===== src/logic/dual_timer_defs.svh =====
`ifndef DUAL_TIMER_DEFS_SVH
`define DUAL_TIMER_DEFS_SVH

// register indices, byte address is four times the index
`define IDX_RUN_FLAG  10'h088
`define IDX_MODE      10'h089
`define IDX_T0_LOW    10'h08A
`define IDX_T1_LOW    10'h08B
`define IDX_T0_HIGH   10'h08C
`define IDX_T1_HIGH   10'h08D
`define IDX_CLK_SEL   10'h08E
`define IDX_IRQ_CFG   10'h08F

// run/flag register fields
`define F_TF1 7
`define F_TR1 6
`define F_TF0 5
`define F_TR0 4
// mode register fields, timer one in the upper nibble
`define F_GATE 3
`define F_CT   2
// clock-select fields
`define F_T3H  7
`define F_T3L  6
`define F_T2H  5
`define F_T2L  4
`define F_T1M  3
`define F_T0M  2
// irq config fields
`define F_ET0  0
`define F_ET1  1
`define F_POL0 2
`define F_POL1 3

`define RST_BYTE 8'h00

// prescaler ratios
`define DIV_SYS12 6'd12
`define DIV_SYS4  6'd4
`define DIV_SYS48 6'd48
`define DIV_EXT8  6'd8

`define RESP_OKAY   2'b00
`define RESP_SLVERR 2'b10

`endif


===== src/logic/dual_timer_pkg.sv =====
package dual_timer_pkg;
  // timer operating modes
  typedef enum logic [1:0] {
    MODE_13BIT  = 2'b00,
    MODE_16BIT  = 2'b01,
    MODE_RELOAD = 2'b10,
    MODE_SPLIT  = 2'b11
  } tmr_mode_t;
endpackage


===== src/logic/dual_timer.sv =====
`timescale 1ns/1ps
`include "dual_timer_defs.svh"
module dual_timer (
  input  wire logic        CLK_I,
  input  wire logic        RST_N_I,
  input  wire logic [11:0] AWADDR_I,
  input  wire logic        AWVALID_I,
  output logic             AWREADY_O,
  input  wire logic [31:0] WDATA_I,
  input  wire logic [3:0]  WSTRB_I,
  input  wire logic        WVALID_I,
  output logic             WREADY_O,
  output logic [1:0]       BRESP_O,
  output logic             BVALID_O,
  input  wire logic        BREADY_I,
  input  wire logic [11:0] ARADDR_I,
  input  wire logic        ARVALID_I,
  output logic             ARREADY_O,
  output logic [31:0]      RDATA_O,
  output logic [1:0]       RRESP_O,
  output logic             RVALID_O,
  input  wire logic        RREADY_I,
  input  wire logic        EVENT_PIN_ZERO_I,
  input  wire logic        EVENT_PIN_ONE_I,
  input  wire logic        GATE_INPUT_ZERO_I,
  input  wire logic        GATE_INPUT_ONE_I,
  input  wire logic        EXT_CLK_I,
  input  wire logic        VECTOR_ACK_ZERO_I,
  input  wire logic        VECTOR_ACK_ONE_I,
  output logic             IRQ_ZERO_O,
  output logic             IRQ_ONE_O,
  output logic             T1_OVERFLOW_O,
  output logic             SECOND_TIMER_HIGH_CLK_SEL_O,
  output logic             SECOND_TIMER_LOW_CLK_SEL_O,
  output logic             THIRD_TIMER_HIGH_CLK_SEL_O,
  output logic             THIRD_TIMER_LOW_CLK_SEL_O
);
  import dual_timer_pkg::*;

  logic [7:0]  clk_sel_r;
  logic [7:0]  mode_r;
  logic [3:0]  irq_cfg_r;
  logic        tr0_r, tr1_r, tf0_r, tf1_r;
  logic [7:0]  tl0_r, th0_r, tl1_r, th1_r;
  logic [11:0] awaddr_r;
  logic        aw_full_r;
  logic [7:0]  wdata_r;
  logic        wbyte_r;
  logic        w_full_r;
  logic        do_write;
  logic [5:0]  div_r;
  logic [5:0]  div_lim;
  logic        div_adv;
  logic        presc_tick;
  logic [4:0]  pin_lvl, pin_fall, pin_rise;
  tmr_mode_t   m0, m1;
  logic        split;
  logic        t0_clk, t1_clk;
  logic        t0_run, t1_run, th0_run;
  logic        t0_go, t1_go, th0_go;
  logic        g0_act, g1_act;
  logic [16:0] t0_nxt, t1_nxt;
  logic        t0_ovf, th0_ovf, t1_ovf;
  logic        set_tf0, set_tf1;
  logic        wr_ctl, wr_mode, wr_tl0, wr_th0, wr_tl1, wr_th1, wr_ck, wr_irq;
  logic [7:0]  rd_val;
  logic        rd_hit;

  // register index decode, shared by read and write
  function automatic logic hit(input logic [11:0] a, input logic [9:0] idx);
    hit = (a[11:2] == idx);
  endfunction
  function automatic logic mapped(input logic [11:0] a);
    mapped = (a[11:2] >= `IDX_RUN_FLAG) && (a[11:2] <= `IDX_IRQ_CFG);
  endfunction
  // one count step: {overflow, high, low}
  function automatic logic [16:0] step(input tmr_mode_t m,
                                       input logic [7:0] hi,
                                       input logic [7:0] lo);
    logic [12:0] c13;
    logic [15:0] c16;
    c13 = {hi, lo[4:0]} + 13'h0001;
    c16 = {hi, lo} + 16'h0001;
    unique case (m)
      MODE_13BIT:  step = {({hi, lo[4:0]} == 13'h1FFF), c13[12:5],
                           lo[7:5], c13[4:0]};
      MODE_16BIT:  step = {(c16 == 16'h0000), c16};
      MODE_RELOAD: step = (lo == 8'hFF) ? {1'b1, hi, hi}
                                        : {1'b0, hi, lo + 8'h01};
      MODE_SPLIT:  step = (lo == 8'hFF) ? {1'b1, hi, 8'h00}
                                        : {1'b0, hi, lo + 8'h01};
    endcase
  endfunction
  // input synchronisers: event0, event1, timer_zero_gate_enable, gate1, external clock
  pin_sync #(.N(5)) u_sync (
    .clk_i   (CLK_I),
    .rst_n_i (RST_N_I),
    .pin_i   ({EXT_CLK_I, GATE_INPUT_ONE_I, GATE_INPUT_ZERO_I,
               EVENT_PIN_ONE_I, EVENT_PIN_ZERO_I}),
    .level_o (pin_lvl),
    .fall_o  (pin_fall),
    .rise_o  (pin_rise)
  );
  // axi write channels, either order
  assign AWREADY_O = ~aw_full_r & ~BVALID_O;
  assign WREADY_O  = ~w_full_r & ~BVALID_O;
  assign do_write  = aw_full_r & w_full_r & ~BVALID_O;

  always_ff @(posedge CLK_I or negedge RST_N_I) begin
    if (!RST_N_I) begin
      aw_full_r <= 1'b0;
      w_full_r  <= 1'b0;
      awaddr_r  <= 12'h000;
      wdata_r   <= 8'h00;
      wbyte_r   <= 1'b0;
      BVALID_O  <= 1'b0;
      BRESP_O   <= `RESP_OKAY;
    end else begin
      if (AWVALID_I && AWREADY_O) begin
        aw_full_r <= 1'b1;
        awaddr_r  <= AWADDR_I;
      end
      if (WVALID_I && WREADY_O) begin
        w_full_r <= 1'b1;
        wdata_r  <= WDATA_I[7:0];
        wbyte_r  <= WSTRB_I[0];
      end
      if (do_write) begin
        aw_full_r <= 1'b0;
        w_full_r  <= 1'b0;
        BVALID_O  <= 1'b1;
        BRESP_O   <= mapped(awaddr_r) ? `RESP_OKAY : `RESP_SLVERR;
      end else if (BVALID_O && BREADY_I) begin
        BVALID_O <= 1'b0;
      end
    end
  end
  // write strobes per register, low byte lane only
  always_comb begin
    wr_ctl  = do_write & wbyte_r & hit(awaddr_r, `IDX_RUN_FLAG);
    wr_mode = do_write & wbyte_r & hit(awaddr_r, `IDX_MODE);
    wr_tl0  = do_write & wbyte_r & hit(awaddr_r, `IDX_T0_LOW);
    wr_th0  = do_write & wbyte_r & hit(awaddr_r, `IDX_T0_HIGH);
    wr_tl1  = do_write & wbyte_r & hit(awaddr_r, `IDX_T1_LOW);
    wr_th1  = do_write & wbyte_r & hit(awaddr_r, `IDX_T1_HIGH);
    wr_ck   = do_write & wbyte_r & hit(awaddr_r, `IDX_CLK_SEL);
    wr_irq  = do_write & wbyte_r & hit(awaddr_r, `IDX_IRQ_CFG);
  end

  // read mux
  always_comb begin
    rd_hit = mapped(ARADDR_I);
    rd_val = 8'h00;
    if (hit(ARADDR_I, `IDX_RUN_FLAG))
      rd_val = {tf1_r, tr1_r, tf0_r, tr0_r, 4'h0};
    if (hit(ARADDR_I, `IDX_MODE))    rd_val = mode_r;
    if (hit(ARADDR_I, `IDX_T0_LOW))  rd_val = tl0_r;
    if (hit(ARADDR_I, `IDX_T0_HIGH)) rd_val = th0_r;
    if (hit(ARADDR_I, `IDX_T1_LOW))  rd_val = tl1_r;
    if (hit(ARADDR_I, `IDX_T1_HIGH)) rd_val = th1_r;
    if (hit(ARADDR_I, `IDX_CLK_SEL)) rd_val = clk_sel_r;
    if (hit(ARADDR_I, `IDX_IRQ_CFG)) rd_val = {4'h0, irq_cfg_r};
  end

  // axi read channel
  assign ARREADY_O = ~RVALID_O;
  always_ff @(posedge CLK_I or negedge RST_N_I) begin
    if (!RST_N_I) begin
      RVALID_O <= 1'b0;
      RDATA_O  <= 32'h0000_0000;
      RRESP_O  <= `RESP_OKAY;
    end else if (ARVALID_I && ARREADY_O) begin
      RVALID_O <= 1'b1;
      RDATA_O  <= {24'h00_0000, rd_val};
      RRESP_O  <= rd_hit ? `RESP_OKAY : `RESP_SLVERR;
    end else if (RVALID_O && RREADY_I) begin
      RVALID_O <= 1'b0;
    end
  end

  // configuration registers
  always_ff @(posedge CLK_I or negedge RST_N_I) begin
    if (!RST_N_I) begin
      clk_sel_r <= `RST_BYTE;
      mode_r    <= `RST_BYTE;
      irq_cfg_r <= 4'h0;
      tr0_r     <= 1'b0;
      tr1_r     <= 1'b0;
    end else begin
      if (wr_ck)   clk_sel_r <= wdata_r;
      if (wr_mode) mode_r    <= wdata_r;
      if (wr_irq)  irq_cfg_r <= wdata_r[3:0];
      if (wr_ctl) begin
        tr0_r <= wdata_r[`F_TR0];
        tr1_r <= wdata_r[`F_TR1];
      end
    end
  end

  // clock choices exported to the other timers
  assign SECOND_TIMER_HIGH_CLK_SEL_O = clk_sel_r[`F_T2H];
  assign SECOND_TIMER_LOW_CLK_SEL_O  = clk_sel_r[`F_T2L];
  assign THIRD_TIMER_HIGH_CLK_SEL_O  = clk_sel_r[`F_T3H];
  assign THIRD_TIMER_LOW_CLK_SEL_O   = clk_sel_r[`F_T3L];

  // prescaler ratio and advance source
  always_comb begin
    unique case (clk_sel_r[1:0])
      2'b00: div_lim = `DIV_SYS12;
      2'b01: div_lim = `DIV_SYS4;
      2'b10: div_lim = `DIV_SYS48;
      2'b11: div_lim = `DIV_EXT8;
    endcase
    div_adv = (clk_sel_r[1:0] == 2'b11) ? pin_rise[4] : 1'b1;
  end
  assign presc_tick = div_adv & (div_r >= div_lim - 6'd1);

  // prescaler counter
  always_ff @(posedge CLK_I or negedge RST_N_I) begin
    if (!RST_N_I) begin
      div_r <= 6'd0;
    end else if (div_adv) begin
      div_r <= presc_tick ? 6'd0 : div_r + 6'd1;
    end
  end

  // clock, gate and run decode
  always_comb begin
    m0     = tmr_mode_t'(mode_r[1:0]);
    m1     = tmr_mode_t'(mode_r[5:4]);
    split  = (m0 == MODE_SPLIT);
    g0_act = pin_lvl[2] == irq_cfg_r[`F_POL0];
    g1_act = pin_lvl[3] == irq_cfg_r[`F_POL1];
    t0_clk = clk_sel_r[`F_T0M] ? 1'b1 : presc_tick;
    t1_clk = clk_sel_r[`F_T1M] ? 1'b1 : presc_tick;
    t0_run = tr0_r & (~mode_r[`F_GATE] | g0_act);
    t0_go  = t0_run & (mode_r[`F_CT] ? pin_fall[0] : t0_clk);
    th0_run = split & tr1_r;
    th0_go  = th0_run & t0_clk;
    if (m1 == MODE_SPLIT) begin
      t1_run = 1'b0;
      t1_go  = 1'b0;
    end else if (split) begin
      t1_run = 1'b1;
      t1_go  = t1_clk;
    end else begin
      t1_run = tr1_r & (~mode_r[4+`F_GATE] | g1_act);
      t1_go  = t1_run & (mode_r[4+`F_CT] ? pin_fall[1] : t1_clk);
    end
  end

  // next counts and overflow events
  always_comb begin
    t0_nxt  = step(m0, th0_r, tl0_r);
    t1_nxt  = step(m1, th1_r, tl1_r);
    t0_ovf  = t0_go & t0_nxt[16];
    th0_ovf = th0_go & (th0_r == 8'hFF);
    t1_ovf  = t1_go & t1_nxt[16];
    set_tf0 = t0_ovf;
    set_tf1 = split ? th0_ovf : t1_ovf;
  end

  // timer zero count, software write takes precedence
  always_ff @(posedge CLK_I or negedge RST_N_I) begin
    if (!RST_N_I) begin
      tl0_r <= 8'h00;
      th0_r <= 8'h00;
    end else begin
      if (wr_tl0)      tl0_r <= wdata_r;
      else if (t0_go)  tl0_r <= t0_nxt[7:0];
      if (wr_th0)      th0_r <= wdata_r;
      else if (split && th0_go) th0_r <= th0_r + 8'h01;
      else if (!split && t0_go) th0_r <= t0_nxt[15:8];
    end
  end

  // timer one count
  always_ff @(posedge CLK_I or negedge RST_N_I) begin
    if (!RST_N_I) begin
      tl1_r <= 8'h00;
      th1_r <= 8'h00;
    end else begin
      if (wr_tl1)     tl1_r <= wdata_r;
      else if (t1_go) tl1_r <= t1_nxt[7:0];
      if (wr_th1)     th1_r <= wdata_r;
      else if (t1_go) th1_r <= t1_nxt[15:8];
    end
  end

  // overflow flags, a set beats a clear
  always_ff @(posedge CLK_I or negedge RST_N_I) begin
    if (!RST_N_I) begin
      tf0_r <= 1'b0;
      tf1_r <= 1'b0;
      T1_OVERFLOW_O <= 1'b0;
    end else begin
      tf0_r <= set_tf0 | ((wr_ctl ? wdata_r[`F_TF0] : tf0_r)
               & ~VECTOR_ACK_ZERO_I);
      tf1_r <= set_tf1 | ((wr_ctl ? wdata_r[`F_TF1] : tf1_r)
               & ~VECTOR_ACK_ONE_I);
      T1_OVERFLOW_O <= t1_ovf;
    end
  end

  // interrupt requests
  assign IRQ_ZERO_O = tf0_r & irq_cfg_r[`F_ET0];
  assign IRQ_ONE_O  = tf1_r & irq_cfg_r[`F_ET1];
endmodule


===== src/logic/pin_sync.sv =====
`timescale 1ns/1ps
// two-flop synchroniser with falling and rising edge pulses
module pin_sync #(
  parameter int N = 5
) (
  input  wire logic         clk_i,
  input  wire logic         rst_n_i,
  input  wire logic [N-1:0] pin_i,
  output logic      [N-1:0] level_o,
  output logic      [N-1:0] fall_o,
  output logic      [N-1:0] rise_o
);
  logic [N-1:0] meta_r;
  logic [N-1:0] sync_r;
  logic [N-1:0] prev_r;

  genvar g;
  generate
    for (g = 0; g < N; g++) begin : g_bit
      // first stage feeds only the second
      always_ff @(posedge clk_i or negedge rst_n_i) begin
        if (!rst_n_i) begin
          meta_r[g] <= 1'b0;
          sync_r[g] <= 1'b0;
          prev_r[g] <= 1'b0;
        end else begin
          meta_r[g] <= pin_i[g];
          sync_r[g] <= meta_r[g];
          prev_r[g] <= sync_r[g];
        end
      end
      assign level_o[g] = sync_r[g];
      assign fall_o[g]  = prev_r[g] & ~sync_r[g];
      assign rise_o[g]  = ~prev_r[g] & sync_r[g];
    end
  endgenerate
endmodule


===== config.mk =====
export PLATFORM = sky130hd
export DESIGN_NAME = dual_timer
export DESIGN_NICKNAME = d
export VERILOG_FILES = /design/src/logic/dual_timer_pkg.sv /design/src/logic/dual_timer.sv /design/src/logic/pin_sync.sv
export VERILOG_INCLUDE_DIRS = /design/src /design/src/logic
export SDC_FILE = /design/constraint.sdc
export NUM_CORES = 1
export LEC_CHECK = 0
export BUFFER_PORTS_ARGS = -buffer_cell sky130_fd_sc_hd__clkbuf_2
export CAP_MARGIN = 20
export CORE_MARGIN = 10
export CORE_UTILIZATION = 39
export CTS_CLUSTER_DIAMETER = 40
export CTS_CLUSTER_SIZE = 24
export DETAILED_ROUTE_END_ITERATION = 6
export HOLD_SLACK_MARGIN = 0.1
export SLEW_MARGIN = 10
export SYNTH_ARGS = -nofsm -noshare
export SYNTH_HDL_FRONTEND = slang
export SYNTH_SLANG_ARGS = --single-unit

===== constraint.sdc =====
create_clock -name CLK_I -period 2.5 [get_ports CLK_I]
set_input_delay 0 -clock CLK_I [delete_from_list [all_inputs] [get_ports CLK_I]]
set_output_delay 0 -clock CLK_I [all_outputs]
set_load 0.005 [all_outputs]

### Yosys cells after proc, flatten, opt, wreduce, memory -nomap -nowiden

Index checks and enable logic that the tools add are counted.

| word-level totals | value |
|---|---|
| register bits after elaboration | 113 |
| bits in latches | 0 |
| bits in writable memories | 0 |
| memory bits (read-only) | 0 |
| bits of input ports | 74 |
| output and inout port bits | 48 |
| word-level logic and storage cells | 207 |
| memories kept | 0 |

| operators by class | value |
|---|---|
| add/subtract/negate cells | 9 |
| multiply operators | 0 |
| div/mod/pow operators | 0 |
| order comparisons | 5 |
| equal/unequal tests | 38 |
| shift operators | 0 |
| mux-type cells | 45 |
| bitwise operators | 45 |
| reductions and logical operators | 27 |

Operator list:

| operator | count |
|---|---|
| $eq A10 B8 Y1 const B | 16 |
| $mux W8 | 17 |
| $pmux W17 S4 | 2 |
| $mux W17 | 4 |
| $add A16 B1 Y16 const B | 2 |
| $logic_not A16 Y1 | 2 |
| $and A1 B1 Y1 | 30 |
| $add A13 B1 Y13 const B | 2 |
| $eq A13 B13 Y1 const B | 2 |
| $add A8 B1 Y8 const B | 3 |
| $eq A8 B8 Y1 const B | 3 |
| $pmux W6 S4 | 1 |
| $ge A10 B8 Y1 const B | 2 |
| $le A10 B8 Y1 const B | 2 |
| $mux W1 | 18 |
| $reduce_bool A2 Y1 | 7 |
| $eq A2 B2 Y1 const B | 6 |
| $not A1 Y1 | 11 |
| $logic_and A1 B1 Y1 | 9 |
| $ne A2 B2 Y1 const B | 4 |
| $add A6 B1 Y6 const B | 1 |
| $eq A2 B1 Y1 const B | 3 |
| $ge A6 B6 Y1 | 1 |
| $logic_not A2 Y1 | 3 |
| other kinds (11) | 18 |

### Logic depth before layout (Yosys ltp)

Gate-level depths: netlist of run 1.

| depth | value |
|---|---|
| depth after elaboration | 13 |
| depth in mapped cells | 11 |
| depth with buffers taken out | 9 |

### Cells and area by module

A second synthesis of run 1 with hierarchy kept.

| unflattened totals | value |
|---|---|
| cell total of the unflattened synthesis | 812 |
| area, all modules | 7,194.4 µm² |

Modules (own cells, without submodules):

| module | times used | cells each | area each (µm²) | seq. area each (µm²) |
|---|---|---|---|---|
| dual_timer | 1 | 787 | 6,731.5 | 2,402.3 |
| pin_sync | 1 | 25 | 462.9 | 375.4 |

### Least setup slack after synthesis of run 1

No wires, ideal clock.

| timing | value |
|---|---|
| kind | flip-flop to flip-flop |
| start | register clk_sel_r[0] |
| end | register th0_r[3] |
| library setup time | 126 ps |
| arrival time | 2,463 ps |
| data required time | 2,374 ps |
| setup slack | -89 ps |
| cell stages (with the launch flop) | 12 |
| path through | dfrtp_1 > nand2b_1 > ha_1 > or3_1 > o31ai_1 > or3_1 > clkbuf_4 > inv_1 > a211oi_2 > buf_2 > a211oi_1 > a221o_1 |

| on the way | value |
|---|---|
| longest elaborated chain between the ends | 11 |
| elaborated cells between the ends (all ways) | 21 |

Ends and longest elaborated chain:

| element | line | source |
|---|---|---|
| start, declared | dual_timer.sv:40 | `logic [7:0] clk_sel_r;` |
| start signal, assigned | dual_timer.sv:184 | `` clk_sel_r <= `RST_BYTE; `` |
| start signal, assigned | dual_timer.sv:190 | `if (wr_ck) clk_sel_r <= wdata_r;` |
| $eq A2 B2 Y1 (tied with other cells) | dual_timer.sv:208, dual_timer.sv:214 |  |
| $pmux W6 S4 | dual_timer.sv:208 | `unique case (clk_sel_r[1:0])` |
| $sub A6 B1 Y6 | dual_timer.sv:216 | `assign presc_tick = div_adv & (div_r >= div_lim - 6'd1);` |
| $ge A6 B6 Y1 | dual_timer.sv:216 |  |
| $and A1 B1 Y1 * | dual_timer.sv:216 |  |
| $mux W1 * | dual_timer.sv:234 | `` t0_clk = clk_sel_r[`F_T0M] ? 1'b1 : presc_tick; `` |
| $mux W1 | dual_timer.sv:237 | `` t0_go = t0_run & (mode_r[`F_CT] ? pin_fall[0] : t0_clk); `` |
| $and A1 B1 Y1 | dual_timer.sv:237 |  |
| $logic_and A1 B1 Y1 | dual_timer.sv:273 | `else if (!split && t0_go) th0_r <= t0_nxt[15:8];` |
| $reduce_bool A3 Y1 (no line) | n/a |  |
| $reduce_and A3 Y1 (no line) | n/a |  |
| end signal, assigned | dual_timer.sv:271 | `if (wr_th0) th0_r <= wdata_r;` |
| end signal, assigned | dual_timer.sv:272 | `else if (split && th0_go) th0_r <= th0_r + 8'h01;` |
| end signal, assigned | dual_timer.sv:273 |  |
| end, declared | dual_timer.sv:44 | `logic [7:0] tl0_r, th0_r, tl1_r, th1_r;` |

Mark *: on every way between the ends. The rest lies on a longest branch, timed or not. The select of a mux whose other input is x is not followed.
A chain may end at the register's enable or synchronous reset.

### Final worst setup path of run 1

| timing | value |
|---|---|
| start | register tl1_r[1] |
| end | register tf1_r |

| on the way | value |
|---|---|
| longest elaborated chain between the ends | 6 |
| elaborated cells between the ends (all ways) | 10 |

Ends and longest elaborated chain:

| element | line | source |
|---|---|---|
| start, declared | dual_timer.sv:44 |  |
| start signal, assigned | dual_timer.sv:283 | `if (wr_tl1) tl1_r <= wdata_r;` |
| start signal, assigned | dual_timer.sv:284 | `else if (t1_go) tl1_r <= t1_nxt[7:0];` |
| $add A16 B1 Y16 / $eq A8 B8 Y1 (equally long branches) | dual_timer.sv:83, dual_timer.sv:88, dual_timer.sv:90 |  |
| $logic_not A16 Y1 (tied with other cells) | dual_timer.sv:87 | `MODE_16BIT: step = {(c16 == 16'h0000), c16};` |
| $pmux W17 S4 * | dual_timer.sv:84 | `unique case (m)` |
| $and A1 B1 Y1 * | dual_timer.sv:258 | `t1_ovf = t1_go & t1_nxt[16];` |
| via t1_ovf | dual_timer.sv:63 | `logic t0_ovf, th0_ovf, t1_ovf;` |
| $mux W1 * | dual_timer.sv:260 | `set_tf1 = split ? th0_ovf : t1_ovf;` |
| $or A1 B1 Y1 * | dual_timer.sv:299 | `` tf1_r <= set_tf1 \| ((wr_ctl ? wdata_r[`F_TF1] : tf1_r) `` |
| end signal, assigned | dual_timer.sv:299 |  |
| end, declared | dual_timer.sv:43 | `logic tr0_r, tr1_r, tf0_r, tf1_r;` |

The timed path passes the listed nets; every way through them passes the cells marked *. The select of a mux whose other input is x is not followed.

==> results of run 1 <==
## power groups by stage
stage	registers, mW	logic (mW)	clock network [mW]
global placement	2.57	1.36	0
finish	2.55	1.50	1.50
detailed placement	2.58	1.39	0
floorplan	2.32	0.972	0
global route	2.58	1.66	1.62
CTS	2.54	1.44	1.54
## critical path, stage by stage, from the launching register on
cell and delay, ns:
dfrtp_1 0.40, buf_4 0.19, and4_4 0.29, nand3_1 0.16, nor4_2 0.18, o32ai_1 0.12
or4_4 0.45, a2111oi_4 0.39, a211o_1 0.18
## Yosys cell counts, drive strengths merged (12+ instances only)
library cell | n | area, um2
nand3 | 22 | 110
clkbuf | 37 | 216
nor3 | 20 | 110
o21ai | 52 | 260
inv | 14 | 52.6
dfrtp | 109 | 2730
mux2 | 48 | 541
a21o | 13 | 98.9
xnor2 | 12 | 105
a21oi | 34 | 174
buf | 35 | 266
nand2 | 83 | 312
nand4 | 15 | 93.8
nor2 | 43 | 161
## cells by family after synthesis
kind of cell / synth area share (%)
AO/OA/AOI/OAI: 19.0
other: 0.109
XOR/XNOR: 2.93
AND/OR/NAND/NOR: 18.3
flip-flops: 39.7
buffers and inverters: 7.80
multiplexers: 10.3
adder cells (fa/ha/maj): 1.82
## final timing paths
| check | startpoint | to | slack, ns | depth (start not counted) |
|---|---|---|---|---|
| max in group asynchronous | RST_N_I | mode_r[0] | 1.58 | 3 |
| hold / removal | ARADDR_I[11] | RDATA_O[7] | 0.16 | 4 |
| hold reg to reg | u_sync.meta_r[3] | u_sync.level_o[3] | 0.36 | 0 |
| min in group asynchronous | RST_N_I | clk_sel_r[0] | 0.19 | 2 |
| setup reg to reg | tl1_r[1] | tf1_r | 0.08 | 8 |
| setup / recovery | tl1_r[1] | tf1_r | 0.08 | 8 |
## per-layer routing
layer  global-route usage, %  share of wire, %  vias up
met2                    28.6                46      231
met3                    4.29               7.8       26
li1                        -                 -     2910
met4                    4.31               1.4        0
met5                       0                 0        -
met1                    23.7                44     2976
## sequential cells by signal, summed over array words and instances (netlist names), 3 cells and up
signal,count
awaddr_r,10
RDATA_O,8
clk_sel_r,8
mode_r,8
th0_r,8
th1_r,8
tl0_r,8
tl1_r,8
wdata_r,8
div_r,6
u_sync.level_o,5
u_sync.meta_r,5
irq_cfg_r,4
u_sync.prev_r,3
## stage by stage
stage / setup WS, ns / utilization [%] / setup TNS, ns / instances
after CTS: 0.0117 / 48.4 / 0 / 1098
after global placement: 0.0173 / 44.5 / 0 / 1048
after global routing: -0.0226 / 49.0 / -0.0347 / 1100
after floorplan: -0.0606 / - / -0.0628 / 753
after detailed placement: -0.0326 / 44.5 / -0.0565 / 1048
final: 0.0756 / 49.0 / 0 / 1100
## final cells by class
cell class	count	area, um2
Sequential cell	109	2730
Clock inverter	7	92.6
Fill cell	1636	8830
Timing Repair Buffer	178	1270
Multi-Input combinational cell	558	3810
Tap cell	225	282
Inverter	14	52.6
Clock buffer	9	225
## cells in the final DEF (no fill, tap or decap), types with 5 or more instances in the layout
cell           Yosys  layout
a211oi_1           8       5
a21o_1            12      12
a21oi_1           33      33
a221o_1            8       8
a22o_1             6       6
a22oi_1            7       7
a31oi_1            9       9
and3_1             6       6
and4_1             6       5
buf_4             27      81
clkbuf_16          0       9
clkbuf_2           0      63
conb_1             2      27
dfrtp_1          109     108
dlygate4sd3_1      0      32
ha_1              10       8
inv_1             14      14
mux2_2            48      48
mux2i_1            8       8
nand2_1           83      83
nand2b_1           5       5
nand3_1           22      22
nand4_1           15      15
nor2_1            43      41
nor2b_1            9       9
nor3_1            18      17
nor4_1             8       6
o21ai_0           52      48
o22ai_1            6       6
or3_1              6       5
xnor2_1           12      12
xor2_1            11      11
## timing repair
| action | 4_1_cts | 5_1_grt |
|---|---|---|
| setup endpoints to repair | 7 | 27 |
| hold buffers | 32 | 0 |
| hold endpoints to repair | 71 | 0 |
| buffers inserted | 2 | 2 |
| resized for setup | 5 | 19 |
| gates cloned | 0 | 0 |
| pin swaps | 4 | 10 |
==> impl_metrics.env, run 1 <==
export IMPL_p_total_mw=5.55
export IMPL_drt_antenna_violating_nets=0
export IMPL_switchingPower_mw=2.04
export IMPL_cts_sinks=109
export IMPL_clk_latency_ns=0.37
export IMPL_rows=48
export IMPL_synth_seq_cells=109
export IMPL_yosysUniqueCellTypes=70
export IMPL_p_leak_nw=3.73
export IMPL_overflow=0
export IMPL_die_h_um=153
export IMPL_cts_tree="done"
export IMPL_p_int_mw=3.51
export IMPL_p_seq_share_pct=45.9
export IMPL_num_io_pins=122
export IMPL_port_buffers=64
export IMPL_drive_gt1_share_pct=28.5
export IMPL_finalClockSkew_ns=0.0121
export IMPL_critPathMaxFanout=8
export IMPL_clkSlewWorstSetupHoldPaths_ns=0.08
export IMPL_period_share_pct=97.0
export IMPL_drv_slew=0
export IMPL_initial_core_util_pct=39.7
export IMPL_die_width_um=153
export IMPL_hpwl_mm=15.6
export IMPL_combPwrFrac_pct=27.0
export IMPL_postLayoutCellArea_um2=8470
export IMPL_arrival_ns=2.73
export IMPL_num_vias=6143
export IMPL_p_per_area_nw_per_um2=656
export IMPL_required_ns=2.81
export IMPL_wl_mm=21.3
export IMPL_clockBufferDepth=2
export IMPL_core_area_um2=17300
export IMPL_drt_iter0_markers=458
export IMPL_switching_share_pct=36.7
export IMPL_rsz0062_at_grt="true"
export IMPL_syn_area_per_cell_um2=9.43
export IMPL_p_clk_share_pct=27.1
export IMPL_netlist_instances=728
export IMPL_hp_class="primary input to flip-flop"
export IMPL_max_freq_mhz=412
export IMPL_root_buffer="clkbuf_16"
export IMPL_whs_ns=0.161
export IMPL_end_kind="flip-flop"
export IMPL_die_area_um2=23300
export IMPL_grt_pass1_vias=6086
export IMPL_ys_seq_area_share_pct=39.7
export IMPL_synth_flop_cell="dfrtp_1"
export IMPL_antenna_found_initial=0
export IMPL_synth_area_um2=6870
export IMPL_cap_viol_max_count=0
export IMPL_vias_per_cell=5.58
export IMPL_cts_buffers=9
export IMPL_h_tree_depth=3
export IMPL_grt_max_degree=48
export IMPL_synth_edf_count=0
export IMPL_synthToLayoutAreaGrowth_pct=23.3
export IMPL_post_drt_wl_per_cell_um=19.4
export IMPL_grt_pass1_wl_mm=34.1
export IMPL_drc_errors=0
export IMPL_synthArstFlopShare_pct=100
export IMPL_worst_pin_slew_ns=0.617
export IMPL_crit_path_start_kind="flip-flop"
export IMPL_hold_viol_final=0
export IMPL_place_congestion=0.938
export IMPL_finalCriticalPeriod_ns=2.42
export IMPL_setup_worst_path_class="flip-flop to flip-flop"
export IMPL_dr_pass1_iters=6
export IMPL_setup_violations=0
export IMPL_outcome="finished, final reports clean"
export IMPL_insertedDiodeCount=0
export IMPL_grtUsageTotal_pct=17.9
export IMPL_vdd_drop_max_uv=458
export IMPL_place_area_um2=7690
export IMPL_nets=954
export IMPL_slew_headroom_pct=58.9
export IMPL_ys_warn_count=0
(Power assumes the default switching activity.)
==> inputs of run 2 (changes only) <==
RECOVER_POWER = 100   (was not set)
clock period = 2 ns   (was 2.5 ns; I/O delays follow)
==> run 2 against run 1 <==
Net effect:
- the flow now finishes with violations (max-capacitance violations, max-slew violations, negative setup slack)
- setup slack got worse by 0.47 ns
- first-iteration DRC count increased by 38%
- core utilization increased by 5.7 points
- clock skew decreased by 0.0036 ns
- register-to-register slack got worse by 0.47 ns
- count of clock-buffer cells in the layout increased by 1
- wire length increased by 6.5%
- maximum frequency increased by 1.2%
- die area unchanged
- global-route usage increased by 0.69 points
- combinational power increased by 49%
==> impl_metrics.env, run 2 (synthesized netlist as in run 1, its figures left out) <==
export IMPL_outcome="finished, violations left"
export IMPL_violations="max-capacitance violations, max-slew violations, negative setup slack"
export IMPL_place_area_um2=8270
export IMPL_postLayoutCellArea_um2=9450
export IMPL_fin_ws_ns=-0.397
export IMPL_dr_pass1_iters=5
export IMPL_root_buffer="clkbuf_16"
export IMPL_worst_pin_slew_ns=1.57
export IMPL_r2r_cells=11
export IMPL_slew_headroom_pct=-4.45
export IMPL_drc_errors=0
export IMPL_num_io_pins=122
export IMPL_combPwrFrac_pct=29.6
export IMPL_clockBufferDepth=2
export IMPL_finalCriticalPeriod_ns=2.40
export IMPL_cts_tree="done"
export IMPL_place_congestion=0.908
export IMPL_grtUsageTotal_pct=18.6
export IMPL_p_clk_share_pct=28.1
export IMPL_nets=1028
export IMPL_seq_area_um2=2730
export IMPL_r2r_end="th0_r[2]"
export IMPL_setup_worst_path_class="flip-flop to flip-flop"
export IMPL_core_area_um2=17300
export IMPL_hp_class="primary input to flip-flop"
export IMPL_finalClockSkew_ns=0.00847
export IMPL_drt_iter0_markers=632
export IMPL_insertedDiodeCount=0
export IMPL_post_drt_wl_per_cell_um=19.4
export IMPL_whs_ns=0.197
export IMPL_cts_buffers=9
export IMPL_grt_pass1_wl_mm=35.6
export IMPL_clkSlewWorstSetupHoldPaths_ns=0.07
export IMPL_crit_path_start_kind="flip-flop"
export IMPL_pre_cts_ws_ns=-0.436
export IMPL_required_ns=2.24
export IMPL_critPathCapture="th0_r[2]"
export IMPL_drive_gt1_share_pct=37.0
export IMPL_drt_antenna_violating_nets=0
export IMPL_overflow=0
export IMPL_rows=48
export IMPL_initial_core_util_pct=39.7
export IMPL_vias_per_cell=5.58
export IMPL_switching_share_pct=34.6
export IMPL_die_area_um2=23300
export IMPL_layout_common_cells="buf_4 (124), dfrtp_1 (107), nand2_1 (79)"
export IMPL_cap_viol_max_count=2
export IMPL_setup_violations=42
export IMPL_die_h_um=153
export IMPL_r2r_slack_ns=-0.40
export IMPL_p_per_area_nw_per_um2=802
export IMPL_end_kind="flip-flop"
export IMPL_switchingPower_mw=2.62
export IMPL_arrival_ns=2.64
export IMPL_grt_pass1_vias=6532
export IMPL_antenna_found_initial=0
export IMPL_die_width_um=153
export IMPL_largest_register_ffs=10
export IMPL_cts_sinks=109
export IMPL_layout_commonest_cell="buf_4"
export IMPL_hold_viol_final=0
export IMPL_multi_input_area_um2=4160
export IMPL_num_vias=6548
export IMPL_port_buffers=64
export IMPL_n_fill_cell=1536
export IMPL_top_register="awaddr_r"
export IMPL_rsz0062_at_grt="true"
export IMPL_clk_latency_ns=0.36
export IMPL_h_tree_depth=3
export IMPL_startpoint="clk_sel_r[1]"
export IMPL_synthToLayoutAreaGrowth_pct=37.6
export IMPL_critPathMaxFanout=7
export IMPL_period_share_pct=120
export IMPL_p_seq_share_pct=42.2
export IMPL_hpwl_mm=15.9
export IMPL_r2r_start="clk_sel_r[1]"
export IMPL_max_freq_mhz=417
export IMPL_vdd_drop_max_uv=871
export IMPL_grt_max_degree=68
export IMPL_p_leak_nw=4.15
export IMPL_drv_slew=68
export IMPL_wl_mm=22.7
export IMPL_p_int_mw=4.96
[run 2: repair_timing]
item	CTS	global route
buffers inserted	10	8
cloned	0	1
pin swaps	39	26
gates resized for setup	56	62
hold endpoints to repair	140	0
hold buffers	34	0
setup endpoints to repair	44	60
[run 2: power by group through the flow]
stage | sequential [mW] | combinational [mW] | clock (mW)
floorplan | 2.91 | 1.28 | 0
global placement | 3.18 | 1.99 | 0
detailed placement | 3.19 | 2.01 | 0
CTS | 3.16 | 2.20 | 2.16
global route | 3.24 | 2.47 | 2.26
finish | 3.20 | 2.24 | 2.13
[run 2: critical path, cell delays in order (launching register included)]
cell	delay, ns
dfrtp_1	0.42
buf_6	0.13
nand2b_4	0.06
ha_4	0.20
or3_4	0.34
o31ai_4	0.09
o31a_1	0.25
nor2_4	0.06
a211oi_4	0.23
buf_12	0.16
nor4_2	0.05
a221o_1	0.27
[run 2: how the worst min path moves through the flow]
| stage | slack [ns] | cells past startpoint | start | endpoint |
|---|---|---|---|---|
| final | 0.20 | 3 | ARADDR_I[2] | RDATA_O[0] |
| after global routing | 0.20 | 3 | ARADDR_I[2] | RDATA_O[0] |
| after CTS | 0.16 | 3 | ARADDR_I[2] | RDATA_O[0] |
| after detailed placement | -0.12 | 1 | RST_N_I | div_r[1] |
| after global placement | -0.12 | 1 | RST_N_I | div_r[1] |
| after floorplan | -0.30 | 0 | RST_N_I | BRESP_O[1] |
[run 2: layout make-up]
class | count | area share, %
Tap cell | 225 | 2.98
Clock buffer | 10 | 2.53
Multi-Input combinational cell | 558 | 44.0
Clock inverter | 6 | 1.22
Timing Repair Buffer | 252 | 19.8
Sequential cell | 109 | 28.9
Inverter | 14 | 0.583
[run 2: stage by stage]
stage	total power [mW]	utilization, %	setup TNS, ns	std cells
detailed placement	5.20	47.8	-11.68	1108
CTS	7.53	53.4	-9.11	1166
floorplan	4.20	-	-7.45	753
global placement	5.16	47.8	-10.57	1108
finish	7.58	54.6	-10.60	1174
global route	7.97	54.6	-20.35	1174
[run 2: per-layer routing]
| layer | vias to the layer above | share of wire (%) | GRT usage [%] |
|---|---|---|---|
| met3 | 41 | 9.0 | 4.71 |
| met2 | 311 | 45 | 29.2 |
| li1 | 3050 | - | - |
| met5 | - | 0 | 0 |
| met4 | 0 | 2.3 | 5.36 |
| met1 | 3146 | 43 | 24.6 |
==> inputs of run 3 (changes only) <==
BUFFER_PORTS_ARGS = not set   (was -buffer_cell sky130_fd_sc_hd__clkbuf_2)
DONT_BUFFER_PORTS = 1   (was not set)
==> run 3 against run 2 <==
Net effect:
- the run ends with negative hold slack, negative setup slack left
- sequential share of layout area grew 0.47 points
- setup slack got worse by 0.061 ns
- non-clock buffer count decreased by 55
- critical path depth shrank 2
- highest routed layer unchanged
- register-to-register slack worse by 0.06 ns
- sequential power increased by 2%
- clock power shrank 15%
- cell count decreased by 4.7%
- largest power group unchanged
- maximum frequency fell by 2.5%
- combinational power is essentially flat
- critical endpoint is now th1_r[6]
- largest cell class unchanged
- wire length rose by 4.4%
==> impl_metrics.env, run 3 (synthesized netlist as in run 1, its figures left out) <==
export IMPL_h_tree_depth=3
export IMPL_met2_usage_pct=29.7
export IMPL_insertedDiodeCount=0
export IMPL_crit_path_start_kind="flip-flop"
export IMPL_utilization_pct=53.8
export IMPL_slowest_delay_ns=0.41
export IMPL_cts_buffers=9
export IMPL_p_total_mw=7.34
export IMPL_layout_commonest_cell="buf_4"
export IMPL_cap_viol_max_count=0
export IMPL_die_width_um=153
export IMPL_finalSetupTns_ns=-10.88
export IMPL_dp_cells=1044
export IMPL_gr_usage_met1_pct=26.0
export IMPL_hp_class="primary input to asynchronous set/reset pin"
export IMPL_root_buffer="clkbuf_16"
export IMPL_p_int_mw=4.64
export IMPL_violations="negative hold slack, negative setup slack"
export IMPL_vias_per_cell=5.74
export IMPL_rows=48
export IMPL_core_area_um2=17300
export IMPL_layout_common_cells="buf_4 (135), dfrtp_1 (105), nand2_1 (78)"
export IMPL_outcome="finished, violations left"
export IMPL_vdd_drop_max_uv=824
export IMPL_cp_cell_sequence="inv_2 -> ha_4 -> a211oi_4 -> o21a_1 -> o31a_4 -> a2111oi_4 -> nand4_1 -> xnor2_1 -> mux2_4"
export IMPL_critPathMaxFanout=4
export IMPL_drt_antenna_violating_nets=0
export IMPL_wl_mm=23.7
export IMPL_switchingPower_mw=2.70
export IMPL_p_seq_share_pct=44.7
export IMPL_nets=973
export IMPL_final_cells=1119
export IMPL_antenna_found_initial=0
export IMPL_cts_tree="done"
export IMPL_drc_errors=0
export IMPL_fin_ws_ns=-0.458
export IMPL_place_congestion=0.925
export IMPL_num_io_pins=122
export IMPL_p_leak_nw=3.96
export IMPL_switching_share_pct=36.8
export IMPL_grt_pass1_vias=6453
export IMPL_drv_slew=0
export IMPL_hold_viol_final=109
export IMPL_cts_sinks=109
export IMPL_arrival_ns=2.71
export IMPL_grtUsageTotal_pct=19.5
export IMPL_finalClockSkew_ns=0.0147
export IMPL_p_clk_share_pct=24.5
export IMPL_clkSlewWorstSetupHoldPaths_ns=0.08
export IMPL_whs_ns=-0.671
export IMPL_grt_pass1_wl_mm=36.9
export IMPL_top_register="awaddr_r"
export IMPL_port_buffers=0
export IMPL_drt_iter0_markers=560
export IMPL_worst_pin_slew_ns=0.700
export IMPL_overflow=0
export IMPL_combPwrFrac_pct=30.7
export IMPL_finalCriticalPeriod_ns=2.46
export IMPL_p_per_area_nw_per_um2=789
export IMPL_rsz0062_at_grt="true"
export IMPL_die_h_um=153
export IMPL_top_usage_layer="met2"
export IMPL_clk_latency_ns=0.36
export IMPL_crit_buf_inv=1
export IMPL_initial_core_util_pct=39.7
export IMPL_grt_util_met3_pct=5.62
export IMPL_post_drt_wl_per_cell_um=21.2
export IMPL_slowest_stage="dfrtp_1"
export IMPL_grt_max_degree=110
export IMPL_max_freq_mhz=407
export IMPL_dr_pass1_iters=5
export IMPL_setup_worst_path_class="flip-flop to flip-flop"
export IMPL_slew_headroom_pct=52.1
export IMPL_hpwl_mm=16.4
export IMPL_clockBufferDepth=2
export IMPL_drive_gt1_share_pct=35.7
export IMPL_required_ns=2.25
export IMPL_setup_violations=35
export IMPL_critical_path_top_delay_family="compound AO/OA/AOI/OAI gates"
export IMPL_largest_register_ffs=10
export IMPL_synthToLayoutAreaGrowth_pct=35.5
export IMPL_die_area_um2=23300
export IMPL_num_vias=6422
export IMPL_period_share_pct=123
export IMPL_end_kind="flip-flop"
-- run 3: worst paths after layout --
kind                                   from                end  slack (ns)  cells past startpoint
max reg2reg                    clk_sel_r[1]           th1_r[6]       -0.46                      9
min reg2reg                u_sync.meta_r[2]  u_sync.level_o[2]        0.34                      0
max                            clk_sel_r[1]           th1_r[6]       -0.46                      9
min in group CLK_I              ARADDR_I[2]         RDATA_O[6]        0.12                      5
min                                 RST_N_I           div_r[5]       -0.67                      0
max in group asynchronous           RST_N_I  u_sync.level_o[0]        2.48                      0
-- run 3: layout make-up --
cell class                      instances  area, um2
Inverter                               14       55.1
Fill cell                            1557       7990
Tap cell                              225        282
Timing Repair Buffer                  197       1680
Clock inverter                          6       53.8
Sequential cell                       109       2730
Clock buffer                           10        239
Multi-Input combinational cell        558       4270
-- run 3: routing by layer --
layer	part of all wire, %	vias to the layer above	wire, um
met2	45	256	10700
met1	44	3185	10500
li1	-	2946	-
met3	8.2	35	1940
met5	0	-	0
met4	2.5	0	589
-- run 3: power groups by stage --
stage	clock network, mW	registers [mW]	logic [mW]
6_report	1.80	3.28	2.26
5_1_grt	1.92	3.31	2.46
4_1_cts	1.83	3.19	2.08
3_5_place_dp	0	3.22	1.92
3_3_place_gp	0	3.20	1.86
2_1_floorplan	0	2.91	1.28
-- run 3: per-stage QoR --
| stage | instance area [um2] | hold slack (ns) | setup WS (ns) |
|---|---|---|---|
| after floorplan | 7100 | -0.296 | -0.471 |
| after global placement | 7940 | -0.287 | -0.395 |
| after detailed placement | 7940 | -0.289 | -0.455 |
| after CTS | 8950 | -0.682 | -0.398 |
| after global routing | 9310 | -0.688 | -0.553 |
| final | 9310 | -0.671 | -0.458 |
-- run 3: timing repair --
item / CTS / global route
endpoints found under the setup margin: 40 / 56
buffers inserted: 11 / 7
hold buffers: 41 / 1
gates resized for setup: 51 / 71
pin swaps: 33 / 20
hold endpoints to repair: 148 / 110
gates cloned: 1 / 1
-- run 3: worst reg2reg max path: cells and delay by family, from the launching register on --
family | cells | cell delay, ns
AND/OR/NAND/NOR | 1 | 0.17
XOR/XNOR | 1 | 0.16
flip-flops | 1 | 0.41
buffers and inverters | 1 | 0.07
AO/OA/AOI/OAI | 4 | 1.00
multiplexers | 1 | 0.27
adder cells (fa/ha/maj) | 1 | 0.28
